[config.mk]
export PLATFORM = sky130hd
export DESIGN_NAME = spc_stop_ctrl
export DESIGN_NICKNAME = d
export VERILOG_FILES = /design/src/verilog/spc_pin_latch.v /design/src/verilog/spc_stop_ctrl.v
export VERILOG_INCLUDE_DIRS = /design/src /design/src/verilog
export SDC_FILE = /design/constraint.sdc
export NUM_CORES = 1
export LEC_CHECK = 0
export BUFFER_PORTS_ARGS = -buffer_cell sky130_fd_sc_hd__buf_2
export CORE_AREA = 3 3 72 108
export CTS_BUF_LIST = sky130_fd_sc_hd__clkbuf_4 sky130_fd_sc_hd__clkbuf_8
export DETAILED_ROUTE_END_ITERATION = 12
export DIE_AREA = 0 0 75 111
export GPL_TIMING_DRIVEN = 1
export PLACE_DENSITY = 0.75
export SKIP_CTS_REPAIR_TIMING = 1
export SYNTH_ARGS = -nofsm -noshare
export SYNTH_HDL_FRONTEND = slang
export SYNTH_HIERARCHICAL = 1
export SYNTH_SLANG_ARGS = --single-unit
[constraint.sdc]
create_clock -name clk_i -period 3 [get_ports clk_i]
set_input_delay 0.45 -clock clk_i [delete_from_list [all_inputs] [get_ports clk_i]]
set_output_delay 0.45 -clock clk_i [all_outputs]
set_load 0.1 [all_outputs]
[src/verilog/spc_defines.vh]
// Constants for the stop mode power controller.
`ifndef SPC_DEFINES_VH
`define SPC_DEFINES_VH
`define SPC_ADR_CTRL      4'h0
`define SPC_ADR_STAT      4'h4
`define SPC_ADR_CLKCFG    4'h8
`define SPC_ADR_SNAP      4'hC
`define SPC_CTRL_STOP_INSTR_ENABLE    0
`define SPC_CTRL_PARTIAL_POWERDOWN_SELECT     1
`define SPC_CTRL_LOWVOLT_DETECT_ENABLE     2
`define SPC_CTRL_LOWVOLT_STOP_ENABLE    3
`define SPC_CTRL_DEBUG_MODE_ENABLE    4
`define SPC_CTRL_RTCEN    5
`define SPC_CTRL_ADCAE    6
`define SPC_CTRL_RST      8'h01
`define SPC_STAT_FLAG     0
`define SPC_STAT_ACK      1
`define SPC_CFG_IRCLK     0
`define SPC_CFG_IRSTEN    1
`define SPC_CFG_ERCLK     2
`define SPC_CFG_ERSTEN    3
`define SPC_CFG_RANGE     4
`define SPC_CFG_RST       8'h00
`define SPC_POR_NS        2000
`define SPC_POR_CYC       8'h32
`define SPC_PINS          8
`endif

[src/verilog/spc_pin_latch.v]
// Pin control latch memory for the stop mode power controller.
`timescale 1ns/1ns
`default_nettype none
module spc_pin_latch
(
    input  wire        clk_i,
    input  wire        we_i,
    input  wire [15:0] wdata_i,
    output reg  [15:0] rdata_o
);
    reg [15:0] mem_r;
    always @(posedge clk_i)
    begin
        if (we_i)
        begin
            mem_r <= wdata_i;
        end
        rdata_o <= we_i ? wdata_i : mem_r;
    end
endmodule // spc_pin_latch
`default_nettype wire

[src/verilog/spc_stop_ctrl.v]
// Stop mode power controller with Wishbone register access.
//
// Our own choices: the Wishbone register port and the placing of the registers.
`timescale 1ns/1ns
`default_nettype none
`include "spc_defines.vh"
// Functional notes
// - Stop instruction enters a stop mode only while stop enable is set.
// - Stop2 powers down almost everything but keeps RAM powered.
// - Entering stop2 latches all pin control signals for the whole stop.
// - Reset pin assertion exits stop2.
// - Old masks: active-low wake pin wakes stop2; software sets it input.
// - Old masks: wake pin ignored when configured as high driven output.
// - Enabled real-time counter event wakes from stop2.
// - Stop2 wake restarts like power-on, resetting module registers.
// - After stop2 wake, low trip voltage reset holds device while supply low.
// - After stop2 wake the CPU starts at the reset vector.
// - Stop2 wake sets the recovery flag.
// - Flag and pin latches stay until software writes one to acknowledge.
// - Software restores port registers before acknowledge, else reset states.
// - Open latches with peripheral disabled let port registers drive pin.
// - Any stop mode gates all peripheral clocks, even with debug enabled.
// - Stop3 converter runs only with async clock and detector enabled.
// - Stop3 internal reference runs only with both its enable bits set.
// - Stop3 crystal oscillator runs only with both its enable bits set.
// - High range oscillator in stop3 also needs the voltage detector.
// - Stop3 regulator stays active with detector or debug enabled.
// - Real-time counter runs in stop only when it is enabled.
// - Stop2 request with debug enabled enters stop3 instead.
// - Stop2 request with low-voltage stop enable set enters stop3.
module spc_stop_ctrl
#(
    parameter OLD_MASK = 1'b1
)
(
    input  wire        clk_i,
    input  wire        rst_i,
    input  wire        wb_cyc_i,
    input  wire        wb_stb_i,
    input  wire        wb_we_i,
    input  wire [3:0]  wb_adr_i,
    input  wire [3:0]  wb_sel_i,
    input  wire [31:0] wb_dat_i,
    output reg  [31:0] wb_dat_o,
    output wire        wb_ack_o,
    input  wire        stop_instr_i,
    input  wire        reset_pin_n_i,
    input  wire        shared_wake_pin_n_i,
    input  wire        wake_pin_is_out_i,
    input  wire        wake_pin_out_high_i,
    input  wire        rtc_event_i,
    input  wire        supply_low_i,
    input  wire [7:0]  port_dat_i,
    input  wire [7:0]  port_dir_i,
    input  wire [7:0]  periph_en_i,
    input  wire [7:0]  periph_dat_i,
    input  wire [7:0]  periph_dir_i,
    output wire [7:0]  pin_o,
    output wire [7:0]  pin_oe_o,
    output reg         illegal_stop_o,
    output wire        cpu_reset_o,
    output wire        fetch_reset_vector_o,
    output wire        module_reset_o,
    output wire        ram_power_o,
    output wire        core_power_o,
    output wire        periph_clk_en_o,
    output wire        debug_clk_en_o,
    output wire        adc_run_o,
    output wire        irc_run_o,
    output wire        crystal_oscillator_run_o,
    output wire        vreg_active_o,
    output wire        rtc_run_o,
    output wire        lvd_low_trip_o,
    output wire [1:0]  mode_o
);
    // ************************************************************
    // Mode state and power-on reset.
    // ************************************************************
    localparam [1:0] ST_RUN   = 2'b00;
    localparam [1:0] ST_STOP3 = 2'b01;
    localparam [1:0] ST_STOP2 = 2'b10;
    localparam [1:0] ST_WAKE  = 2'b11;

    reg [1:0]  state_r;
    reg [1:0]  state_nxt;
    reg [7:0]  ctrl_r;
    reg [7:0]  clkcfg_r;
    reg        flag_r;
    reg        latched_r;
    reg [7:0]  por_cnt_r;
    reg        rst_meta_r;
    reg        rst_sync_r;
    reg        wake_meta_r;
    reg        wake_sync_r;
    reg        ack_r;
    wire       wb_req;
    wire       wr_ctrl;
    wire       wr_stat;
    wire       ack_wr;
    wire       wake_ok;
    wire       in_stop;
    wire       lat_we;
    wire [15:0] lat_q;
    wire [7:0] live_dat;
    wire [7:0] live_dir;

    function [7:0] pick;
        input [7:0] sel;
        input [7:0] a;
        input [7:0] b;
        begin
            pick = (sel & a) | (~sel & b);
        end
    endfunction

    // ************************************************************
    // Input synchronisers.
    // ************************************************************
    always @(posedge clk_i)
    begin
        rst_meta_r  <= ~reset_pin_n_i;
        rst_sync_r  <= rst_meta_r;
        wake_meta_r <= ~shared_wake_pin_n_i;
        wake_sync_r <= wake_meta_r;
    end

    // ************************************************************
    // Stop entry and wake-up.
    // ************************************************************
    assign wake_ok = rst_sync_r
        | (OLD_MASK & wake_sync_r
           & ~(wake_pin_is_out_i & wake_pin_out_high_i))
        | (ctrl_r[`SPC_CTRL_RTCEN] & rtc_event_i);
    assign in_stop = (state_r == ST_STOP3) | (state_r == ST_STOP2);

    always @*
    begin
        state_nxt = state_r;
        case (state_r)
            ST_RUN:
            begin
                if (stop_instr_i & ctrl_r[`SPC_CTRL_STOP_INSTR_ENABLE])
                begin
                    if (ctrl_r[`SPC_CTRL_PARTIAL_POWERDOWN_SELECT] & ~ctrl_r[`SPC_CTRL_DEBUG_MODE_ENABLE]
                        & ~ctrl_r[`SPC_CTRL_LOWVOLT_STOP_ENABLE])
                    begin
                        state_nxt = ST_STOP2;
                    end
                    else
                    begin
                        state_nxt = ST_STOP3;
                    end
                end
            end
            ST_STOP3:
            begin
                if (wake_ok)
                begin
                    state_nxt = ST_RUN;
                end
            end
            ST_STOP2:
            begin
                if (wake_ok)
                begin
                    state_nxt = ST_WAKE;
                end
            end
            ST_WAKE:
            begin
                if ((por_cnt_r == 8'h00) & ~supply_low_i)
                begin
                    state_nxt = ST_RUN;
                end
            end
            default:
            begin
                state_nxt = ST_RUN;
            end
        endcase
    end

    always @(posedge clk_i)
    begin
        if (rst_i)
        begin
            state_r        <= ST_RUN;
            por_cnt_r      <= 8'h00;
            illegal_stop_o <= 1'b0;
        end
        else
        begin
            state_r        <= state_nxt;
            illegal_stop_o <= (state_r == ST_RUN) & stop_instr_i
                              & ~ctrl_r[`SPC_CTRL_STOP_INSTR_ENABLE];
            if ((state_r == ST_STOP2) & wake_ok)
            begin
                por_cnt_r <= `SPC_POR_CYC;
            end
            else if ((state_r == ST_WAKE) & (por_cnt_r != 8'h00))
            begin
                por_cnt_r <= por_cnt_r - 8'h01;
            end
        end
    end

    // ************************************************************
    // Wishbone register slave.
    // ************************************************************
    assign wb_req   = wb_cyc_i & wb_stb_i & ~ack_r;
    assign wb_ack_o = ack_r;
    assign wr_ctrl  = wb_req & wb_we_i & wb_sel_i[0] & (wb_adr_i == `SPC_ADR_CTRL);
    assign wr_stat  = wb_req & wb_we_i & wb_sel_i[0] & (wb_adr_i == `SPC_ADR_STAT);
    assign ack_wr   = wr_stat & wb_dat_i[`SPC_STAT_ACK];

    always @(posedge clk_i)
    begin
        if (rst_i)
        begin
            ack_r    <= 1'b0;
            wb_dat_o <= 32'h0000_0000;
            ctrl_r   <= `SPC_CTRL_RST;
            clkcfg_r <= `SPC_CFG_RST;
            flag_r   <= 1'b0;
            latched_r <= 1'b0;
        end
        else
        begin
            ack_r <= wb_req;
            if (wb_req & ~wb_we_i)
            begin
                case (wb_adr_i)
                    `SPC_ADR_CTRL:   wb_dat_o <= {24'h000000, ctrl_r};
                    `SPC_ADR_STAT:   wb_dat_o <= {31'h00000000, flag_r};
                    `SPC_ADR_CLKCFG: wb_dat_o <= {24'h000000, clkcfg_r};
                    `SPC_ADR_SNAP:   wb_dat_o <= {16'h0000, lat_q};
                    default:         wb_dat_o <= 32'h0000_0000;
                endcase
            end
            if ((state_r == ST_STOP2) & wake_ok)
            begin
                ctrl_r   <= `SPC_CTRL_RST;
                clkcfg_r <= `SPC_CFG_RST;
            end
            else
            begin
                if (wr_ctrl)
                begin
                    ctrl_r <= wb_dat_i[7:0];
                end
                if (wb_req & wb_we_i & wb_sel_i[0] & (wb_adr_i == `SPC_ADR_CLKCFG))
                begin
                    clkcfg_r <= wb_dat_i[7:0];
                end
            end
            if (state_nxt == ST_STOP2 && state_r == ST_RUN)
            begin
                latched_r <= 1'b1;
            end
            else if (ack_wr & (state_r == ST_RUN))
            begin
                latched_r <= 1'b0;
            end
            if ((state_r == ST_STOP2) & wake_ok)
            begin
                flag_r <= 1'b1;
            end
            else if (ack_wr & (state_r == ST_RUN))
            begin
                flag_r <= 1'b0;
            end
        end
    end

    // ************************************************************
    // Pin latches and pin drive.
    // ************************************************************
    assign live_dat = pick(periph_en_i, periph_dat_i, port_dat_i);
    assign live_dir = pick(periph_en_i, periph_dir_i, port_dir_i);
    assign lat_we   = ~latched_r;

    spc_pin_latch u_latch
    (
        .clk_i   (clk_i),
        .we_i    (lat_we),
        .wdata_i ({live_dir, live_dat}),
        .rdata_o (lat_q)
    );

    assign pin_o    = lat_q[7:0];
    assign pin_oe_o = lat_q[15:8];

    // ************************************************************
    // Power and clock outputs.
    // ************************************************************
    assign mode_o               = state_r;
    assign cpu_reset_o          = (state_r == ST_WAKE);
    assign module_reset_o       = (state_r == ST_WAKE);
    assign fetch_reset_vector_o = (state_r == ST_WAKE) & (state_nxt == ST_RUN);
    assign lvd_low_trip_o       = (state_r == ST_WAKE);
    assign ram_power_o          = 1'b1;
    assign core_power_o         = (state_r != ST_STOP2);
    assign periph_clk_en_o      = ~in_stop;
    assign debug_clk_en_o       = ~in_stop | ((state_r == ST_STOP3) & ctrl_r[`SPC_CTRL_DEBUG_MODE_ENABLE]);
    assign adc_run_o  = ~in_stop | ((state_r == ST_STOP3) & ctrl_r[`SPC_CTRL_ADCAE]
                        & ctrl_r[`SPC_CTRL_LOWVOLT_DETECT_ENABLE]);
    assign irc_run_o  = ~in_stop | ((state_r == ST_STOP3) & clkcfg_r[`SPC_CFG_IRCLK]
                        & clkcfg_r[`SPC_CFG_IRSTEN]);
    assign crystal_oscillator_run_o = ~in_stop | ((state_r == ST_STOP3) & clkcfg_r[`SPC_CFG_ERCLK]
                        & clkcfg_r[`SPC_CFG_ERSTEN]
                        & (~clkcfg_r[`SPC_CFG_RANGE] | ctrl_r[`SPC_CTRL_LOWVOLT_DETECT_ENABLE]));
    assign vreg_active_o = ~in_stop | ((state_r == ST_STOP3)
                        & (ctrl_r[`SPC_CTRL_LOWVOLT_DETECT_ENABLE] | ctrl_r[`SPC_CTRL_DEBUG_MODE_ENABLE]));
    assign rtc_run_o  = ~in_stop | ctrl_r[`SPC_CTRL_RTCEN];
endmodule // spc_stop_ctrl
`default_nettype wire

==> impl_metrics.yaml, run 1 <==
finish:
  num_antenna_cells: 0
  stdcell_count: 488
  area_growth_syn_to_layout_pct: 26.29
  mostFrequentLayoutCell: "buf_2"
  layout-drive-gt1-share_pct: 40.49
  layout_common_cells: "buf_2 (111), dfxtp_1 (48), nor2_1 (39)"
  layout.nets: 502
  post-route-cell-area_um2: 3876
clocking:
  cts_tree: "built"
  clk_path_buf_depth: 2
  h-tree-depth: 3
  clock_latency_ns: 0.34
  clk_pin_slew_ns: 0.07
  cts_num_sinks: 66
  cts_buffers: 9
  root_buffer: "clkbuf_8"
yosys:
  ys_types: 50
  syn_area_per_cell_um2: 10.51
  synth_edf_count: 16
  netlist_area_um2: 3069
  async_flop_share_pct: 0
  synthFlopType: "dfxtp_1"
  synth_warnings: 6
  synth_seq_cells: 66
  seq_area_frac_synth_pct: 48.27
  syn-instance-count: 292
worst_setup_path:
  cp.required_ns: 2.55
  path_common_cell: "inv_1"
  r2r_slack_ns: 1.06
  timing.setup.critical_path_class: "reg2out"
  path_cells: "inv_1 > ha_1 > inv_1 > o31ai_1 > nor3_2 > o311a_1 > buf_4"
  timing.rr.end: "mode_o[0]"
  cp_max_fo: 5
  arrival_ns: 2.37
  r2r-start: "mode_o[1]"
  critPathMaxStageDelay_ns: 0.48
  critical-path-slowest-cell: "o31ai_1"
  cp-end-kind: "output pin"
  startpoint_type: "flop"
  rr_worst_depth: 6
sta:
  clock_skew_ns: 0.006072
  drv_slew: 0
  worst_slack_ns: 0.1780
  max-slew-margin-rel_pct: 43.59
  fin_crit_ns: 2.822
  tightest_slew_ns: 0.8396
  max_freq_mhz: 354.4
  hold_viol_final: 0
  rsz0062_at_grt: "false"
  post-route-period-util_pct: 94.07
  final-setup-viol-count: 0
worst_hold_path:
  hold_path.class: "in2reg"
  hp-start: "shared_wake_pin_n_i"
  hold_path_depth: 2
  hold_path_end: "wake_meta_r"
drt:
  drt_iter0_markers: 147
  wl_per_cell_um: 15.92
  wl_um: 7769
  vias: 2563
  drc: 0
  vias_per_cell: 5.252
  ant_nets: 0
  drtPass1Iterations: 4
placed_design:
  io_buffers: 112
  place_congestion: 0.9660
  hpwlAfterDp_um: 6060
  dp_cells: 472
  pre_cts_ws_ns: 0.3432
  dpl_cell_area_um2: 3652
power_and_ir_drop:
  comb_power_share_pct: 21.8
  p_clk_share_pct: 36.0
  power.density_nw_per_um2: 581.9
  sw_frac_of_total_pct: 33.54
  p_int_uw: 1499
  max-vdd-ir-drop_v: 0.0004110
  power_frac_seq_pct: 42.1
  leakage_uw: 0.001826
  p_switching_uw: 756.5
  p_total_uw: 2256
die:
  start_util_pct: 44.49
  io_pins: 157
  die-area_um2: 8325
  fp.coreArea_um2: 6898
  rows: 37
  die_w_um: 75
  fp.dieH_um: 111
global_route:
  grt_max_degree: 27
  overflow: 0
  grt_pass1_vias: 2663
  grt_util_all_layers_pct: 19.66
  antenna_found_initial: 0
  grt_pass1_wl_um: 12380
status:
  outcome: "completed"
run:
  cap_violations: 0
==> power by group through the flow <==
stage / Sequential (uW) / Clock (uW) / Combinational [uW]
final: 951 / 812 / 493
after global routing: 953 / 863 / 514
after CTS: 951 / 823 / 493
after detailed placement: 971 / 0 / 492
after global placement: 970 / 0 / 489
after floorplan: 1110 / 0 / 268
==> Yosys cell counts, types with 2 or more instances <==
| library cell | number | share of area [%] |
|---|---|---|
| nand2b_1 | 5 | 1.0 |
| a22oi_1 | 16 | 3.9 |
| buf_4 | 19 | 4.6 |
| nor2b_1 | 3 | 0.61 |
| nor3_1 | 4 | 0.65 |
| a22o_1 | 7 | 2.0 |
| clkbuf_1 | 9 | 1.1 |
| mux2_2 | 24 | 8.8 |
| o21ai_0 | 4 | 0.65 |
| a21oi_1 | 9 | 1.5 |
| nand2_1 | 5 | 0.61 |
| inv_1 | 12 | 1.5 |
| nor4bb_1 | 2 | 0.65 |
| edfxtp_1 | 16 | 16 |
| nor3b_1 | 2 | 0.49 |
| buf_2 | 2 | 0.33 |
| xor2_1 | 4 | 1.1 |
| ha_1 | 5 | 2.0 |
| mux2i_1 | 16 | 5.2 |
| and2_1 | 2 | 0.41 |
| nand3_1 | 5 | 0.82 |
| dfxtp_1 | 50 | 33 |
| o2111ai_1 | 2 | 0.57 |
| xnor2_1 | 2 | 0.57 |
| nor2_1 | 39 | 4.8 |
| a21boi_0 | 2 | 0.49 |
| a21o_1 | 2 | 0.49 |
| conb_1 | 2 | 0.24 |
==> per-stage QoR <==
stage / hold WS [ns] / util (%) / TNS, ns
5_1_grt: 0.2421 / 56.19 / 0
3_5_place_dp: 0.3207 / 52.95 / 0
3_3_place_gp: 0.3176 / 52.95 / 0
6_report: 0.2495 / 56.19 / 0
4_1_cts: 0.2436 / 56.09 / -0.02846
2_1_floorplan: 0.3096 / - / 0
==> final cells by class <==
cell class                 count  area, um^2
fill                         604        3022
tap                           78       97.59
inverter                      12       48.80
clock buffer                   9       123.9
multi-input combinational    198        1421
timing repair buffer         118       608.1
clock inverter                 7       92.59
sequential                    66        1484
==> state kept, by name, summed over array words and instances, names as in the netlist, 2 cells and up <==
signal and count:
wb_dat_o 16, por_cnt_r 8, clkcfg_r 8, u_latch/mem_r 16, mode_o 2, ctrl_r 8
==> worst max-delay path, delay by kind of cell, from the launching register on <==
family	cells	cell delay (ns)
adder cells (fa/ha/maj)	1	0.29
AND/OR/NAND/NOR	1	0.11
buffers and inverters	3	0.45
AO/OA/AOI/OAI	2	0.83
flip-flops	1	0.35
==> kinds of logic after synthesis <==
family / share of synthesized area, %
other: 0.2447
AOI/OAI and AO/OA: 12.56
xor gates and xnor gates: 1.712
adders and majority gates: 2.038
muxes: 15.25
buffers and inverters: 7.664
DFF: 48.27
and+or+nand+nor: 12.27
==> how the worst max path moves through the flow <==
stage                             from                   end  slack [ns]  cells past startpoint
final                        mode_o[1]  fetch_reset_vector_o        0.18                      7
after global routing      por_cnt_r[6]  fetch_reset_vector_o        0.08                      5
after CTS                 por_cnt_r[6]  fetch_reset_vector_o       -0.03                      5
after detailed placement  por_cnt_r[6]  fetch_reset_vector_o        0.34                      5
after global placement    por_cnt_r[6]  fetch_reset_vector_o        0.39                      5
after floorplan              mode_o[0]  fetch_reset_vector_o        0.03                      6
==> per-layer routing <==
metal	part of all wire, %	vias up	global-route usage, %
li1	-	1235	-
met2	55	108	34.52
met3	8.4	19	6.261
met4	2.3	0	7.482
met5	0	-	0
met1	34	1201	21.01
No activity file was read; power rests on OpenSTA's default activity.
==> run 2, diff against run 1 <==
- ABC_AREA: unset -> 1
- CORE_AREA: 3 3 72 108 -> 3 3 73 109
- DIE_AREA: 0 0 75 111 -> 0 0 76 112
==> run 2 against run 1 <==
Non-clock buffer count down 6. Sequential power up 2.7%. Maximum frequency up 5.4%. Synthesized cell count up 26%. Combinational power up 33%. First-iteration DRC count down 41%. Area after synthesis up 2.0%. Clock power up 2%. Setup slack better by 0.15 ns. Global-route usage up 0.16 points. Final cell count up 21%. Sequential cell count unchanged.
==> impl_metrics.yaml, run 2 <==
worst_setup_path:
  critPathMaxStageDelay_ns: 0.33
  timing.setup.critical_path_class: "reg2out"
  arrival_ns: 2.23
  startpoint_type: "flop"
  rr_worst_depth: 7
  cp_max_fo: 6
  critical-path-slowest-cell: "clkbuf_4"
  path_cells: "inv_1 > ha_1 > nand2_1 > o21ai_2 > nand3_2 > nand3_1 > nand2_1 > inv_1 > nand2_1 > nor2_2 > clkbuf_4"
  cp-end-kind: "output pin"
  cp.required_ns: 2.55
  path_common_cell: "nand2_1"
sta:
  rsz0062_at_grt: "false"
  clock_skew_ns: 0.009604
  max-slew-margin-rel_pct: 59.64
  final-setup-viol-count: 0
  hold_viol_final: 0
  drv_slew: 0
  fin_crit_ns: 2.677
  finalSetupTns_ns: 0
  post-route-period-util_pct: 89.22
  tightest_slew_ns: 0.6048
  max_freq_mhz: 373.6
finish:
  top_regs: "u_latch/mem_r: 16 flops, wb_dat_o: 16 flops"
  fill_cells: 665
  layout.nets: 581
  mostFrequentLayoutCell: "buf_2"
  area_growth_syn_to_layout_pct: 26.25
  num_antenna_cells: 0
  stdcell_count: 589
  layout_common_cells: "buf_2 (111), nand2_1 (90), dfxtp_1 (48)"
  layout-drive-gt1-share_pct: 35.17
worst_hold_path:
  hold_path_depth: 2
  hold_path.class: "in2reg"
yosys:
  synthTopCellsByCount: "nand2_1 (90), dfxtp_1 (50), nor2_1 (41)"
  syn-instance-count: 369
  yosysTopAreaCell: "dfxtp_1"
  synthFlopType: "dfxtp_1"
  synth_edf_count: 16
  netlist.area_leader.share_pct: 31.96
  ys_types: 39
  synth_seq_cells: 66
  yosysMostFrequentCell: "nand2_1"
  seq_area_frac_synth_pct: 47.30
  syn_area_per_cell_um2: 8.487
  synth_warnings: 6
  synth_area_leaders: "dfxtp_1 (32%), edfxtp_1 (15%), nand2_1 (11%)"
  netlist_area_um2: 3132
  async_flop_share_pct: 0
power_and_ir_drop:
  leakage_uw: 0.001820
  power.density_nw_per_um2: 622.1
  max-vdd-ir-drop_v: 0.0005080
drt:
  vias_per_cell: 4.852
  wl_per_cell_um: 13.76
  ant_nets: 0
  vias: 2858
  drt_iter0_markers: 87
  drtPass1Iterations: 4
  wl_um: 8103
  drc: 0
status:
  outcome: "completed"
global_route:
  grt_pass1_vias: 2931
  grt_util_all_layers_pct: 19.83
  antenna_found_initial: 0
  overflow: 0
  grt_pass1_wl_um: 13190
  grt_max_degree: 24
placed_design:
  place_congestion: 0.8598
  dp_cells: 573
  hpwlAfterDp_um: 6410
  io_buffers: 112
die:
  fp.dieH_um: 112
  rows: 38
  start_util_pct: 43.62
  die_w_um: 76
  die-area_um2: 8512
  io_pins: 157
  fp.coreArea_um2: 7179
clocking:
  clock_latency_ns: 0.36
  cts_tree: "built"
  h-tree-depth: 3
  cts_num_sinks: 66
  clk_pin_slew_ns: 0.08
  clk_path_buf_depth: 2
  cts_buffers: 9
  root_buffer: "clkbuf_8"
run:
  cap_violations: 0
## run 2: cell types whose count changed after synthesis, sizes merged, moves of 4 or more
cell,delta
nand2,+89
o21ai,+17
a21oi,+16
a22oi,-16
inv,+16
mux2i,-16
nand3,+16
mux2,-9
a22o,-7
clkbuf,-5
nand2b,-5
nand4,+4
nor2,+4
## run 2: per-stage QoR
stage | hold WS, ns | power (uW) | area, um^2 | setup WS [ns] | utilization (%)
6_report | 0.2376 | 2460 | 3954 | 0.3234 | 55.07
5_1_grt | 0.2316 | 2551 | 3954 | 0.09031 | 55.07
4_1_cts | 0.2161 | 2480 | 3951 | 0.2038 | 55.04
3_5_place_dp | 0.3223 | 1652 | 3734 | 0.6091 | 52.00
3_3_place_gp | 0.3117 | 1644 | 3734 | 0.6641 | 52.00
2_1_floorplan | 0.3096 | 1545 | 3207 | 0.1083 | -
## run 2: logic make-up (layout without fill, tap and decap cells)
logic type	after synthesis	after routing	synth area share, %
adder cells (fa/ha/maj)	5	5	1.998
multiplexers	16	16	5.753
flip-flops	66	66	47.30
AO/OA/AOI/OAI	53	53	9.469
AND/OR/NAND/NOR	172	172	25.81
other	2	17	0.2398
buffers and inverters	53	158	8.869
XOR/XNOR	2	2	0.5594
## run 2: per-layer routing
metal,global-route usage [%],up-vias,routed length (um)
li1,-,1401,-
met1,18.61,1311,2856
met2,36.37,121,4291
met3,6.392,25,620
met4,13.06,0,334
met5,0,-,0
## run 2: power by group
part           leakage (uW)  switching (uW)  internal [uW]  total, uW
Sequential         0.000573            23.5            954        977
Combinational       0.00114             543            112        655
Clock              0.000105             362            466        828
## run 2: final cells by class
type	count	area [um^2]	share of cell area (%)
flip-flops and latches	66	1484	37.53
multi-input cells	265	1445	36.55
repair buffers	112	563.0	14.24
well taps	100	125.1	3.165
clock buffers	9	123.9	3.133
inverters	30	118.9	3.006
clock inverters	7	93.84	2.373
## run 2: worst max-delay path, delay by kind of cell, from the launching register on
family                   cells  cell delay [ns]
AO/OA/AOI/OAI                1             0.25
adder cells (fa/ha/maj)      1             0.26
buffers and inverters        3             0.55
flip-flops                   1             0.31
AND/OR/NAND/NOR              6             0.50
## run 2: worst paths after layout
| path | slack [ns] | endpoint | startpoint |
|---|---|---|---|
| worst max-delay path | 0.32 | fetch_reset_vector_o | por_cnt_r[0] |
| worst max register to register | 1.12 | clkcfg_r[1] | mode_o[0] |
| worst min-delay path | 0.24 | rst_meta_r | reset_pin_n_i |
| worst min register to register | 0.33 | rst_sync_r | rst_meta_r |
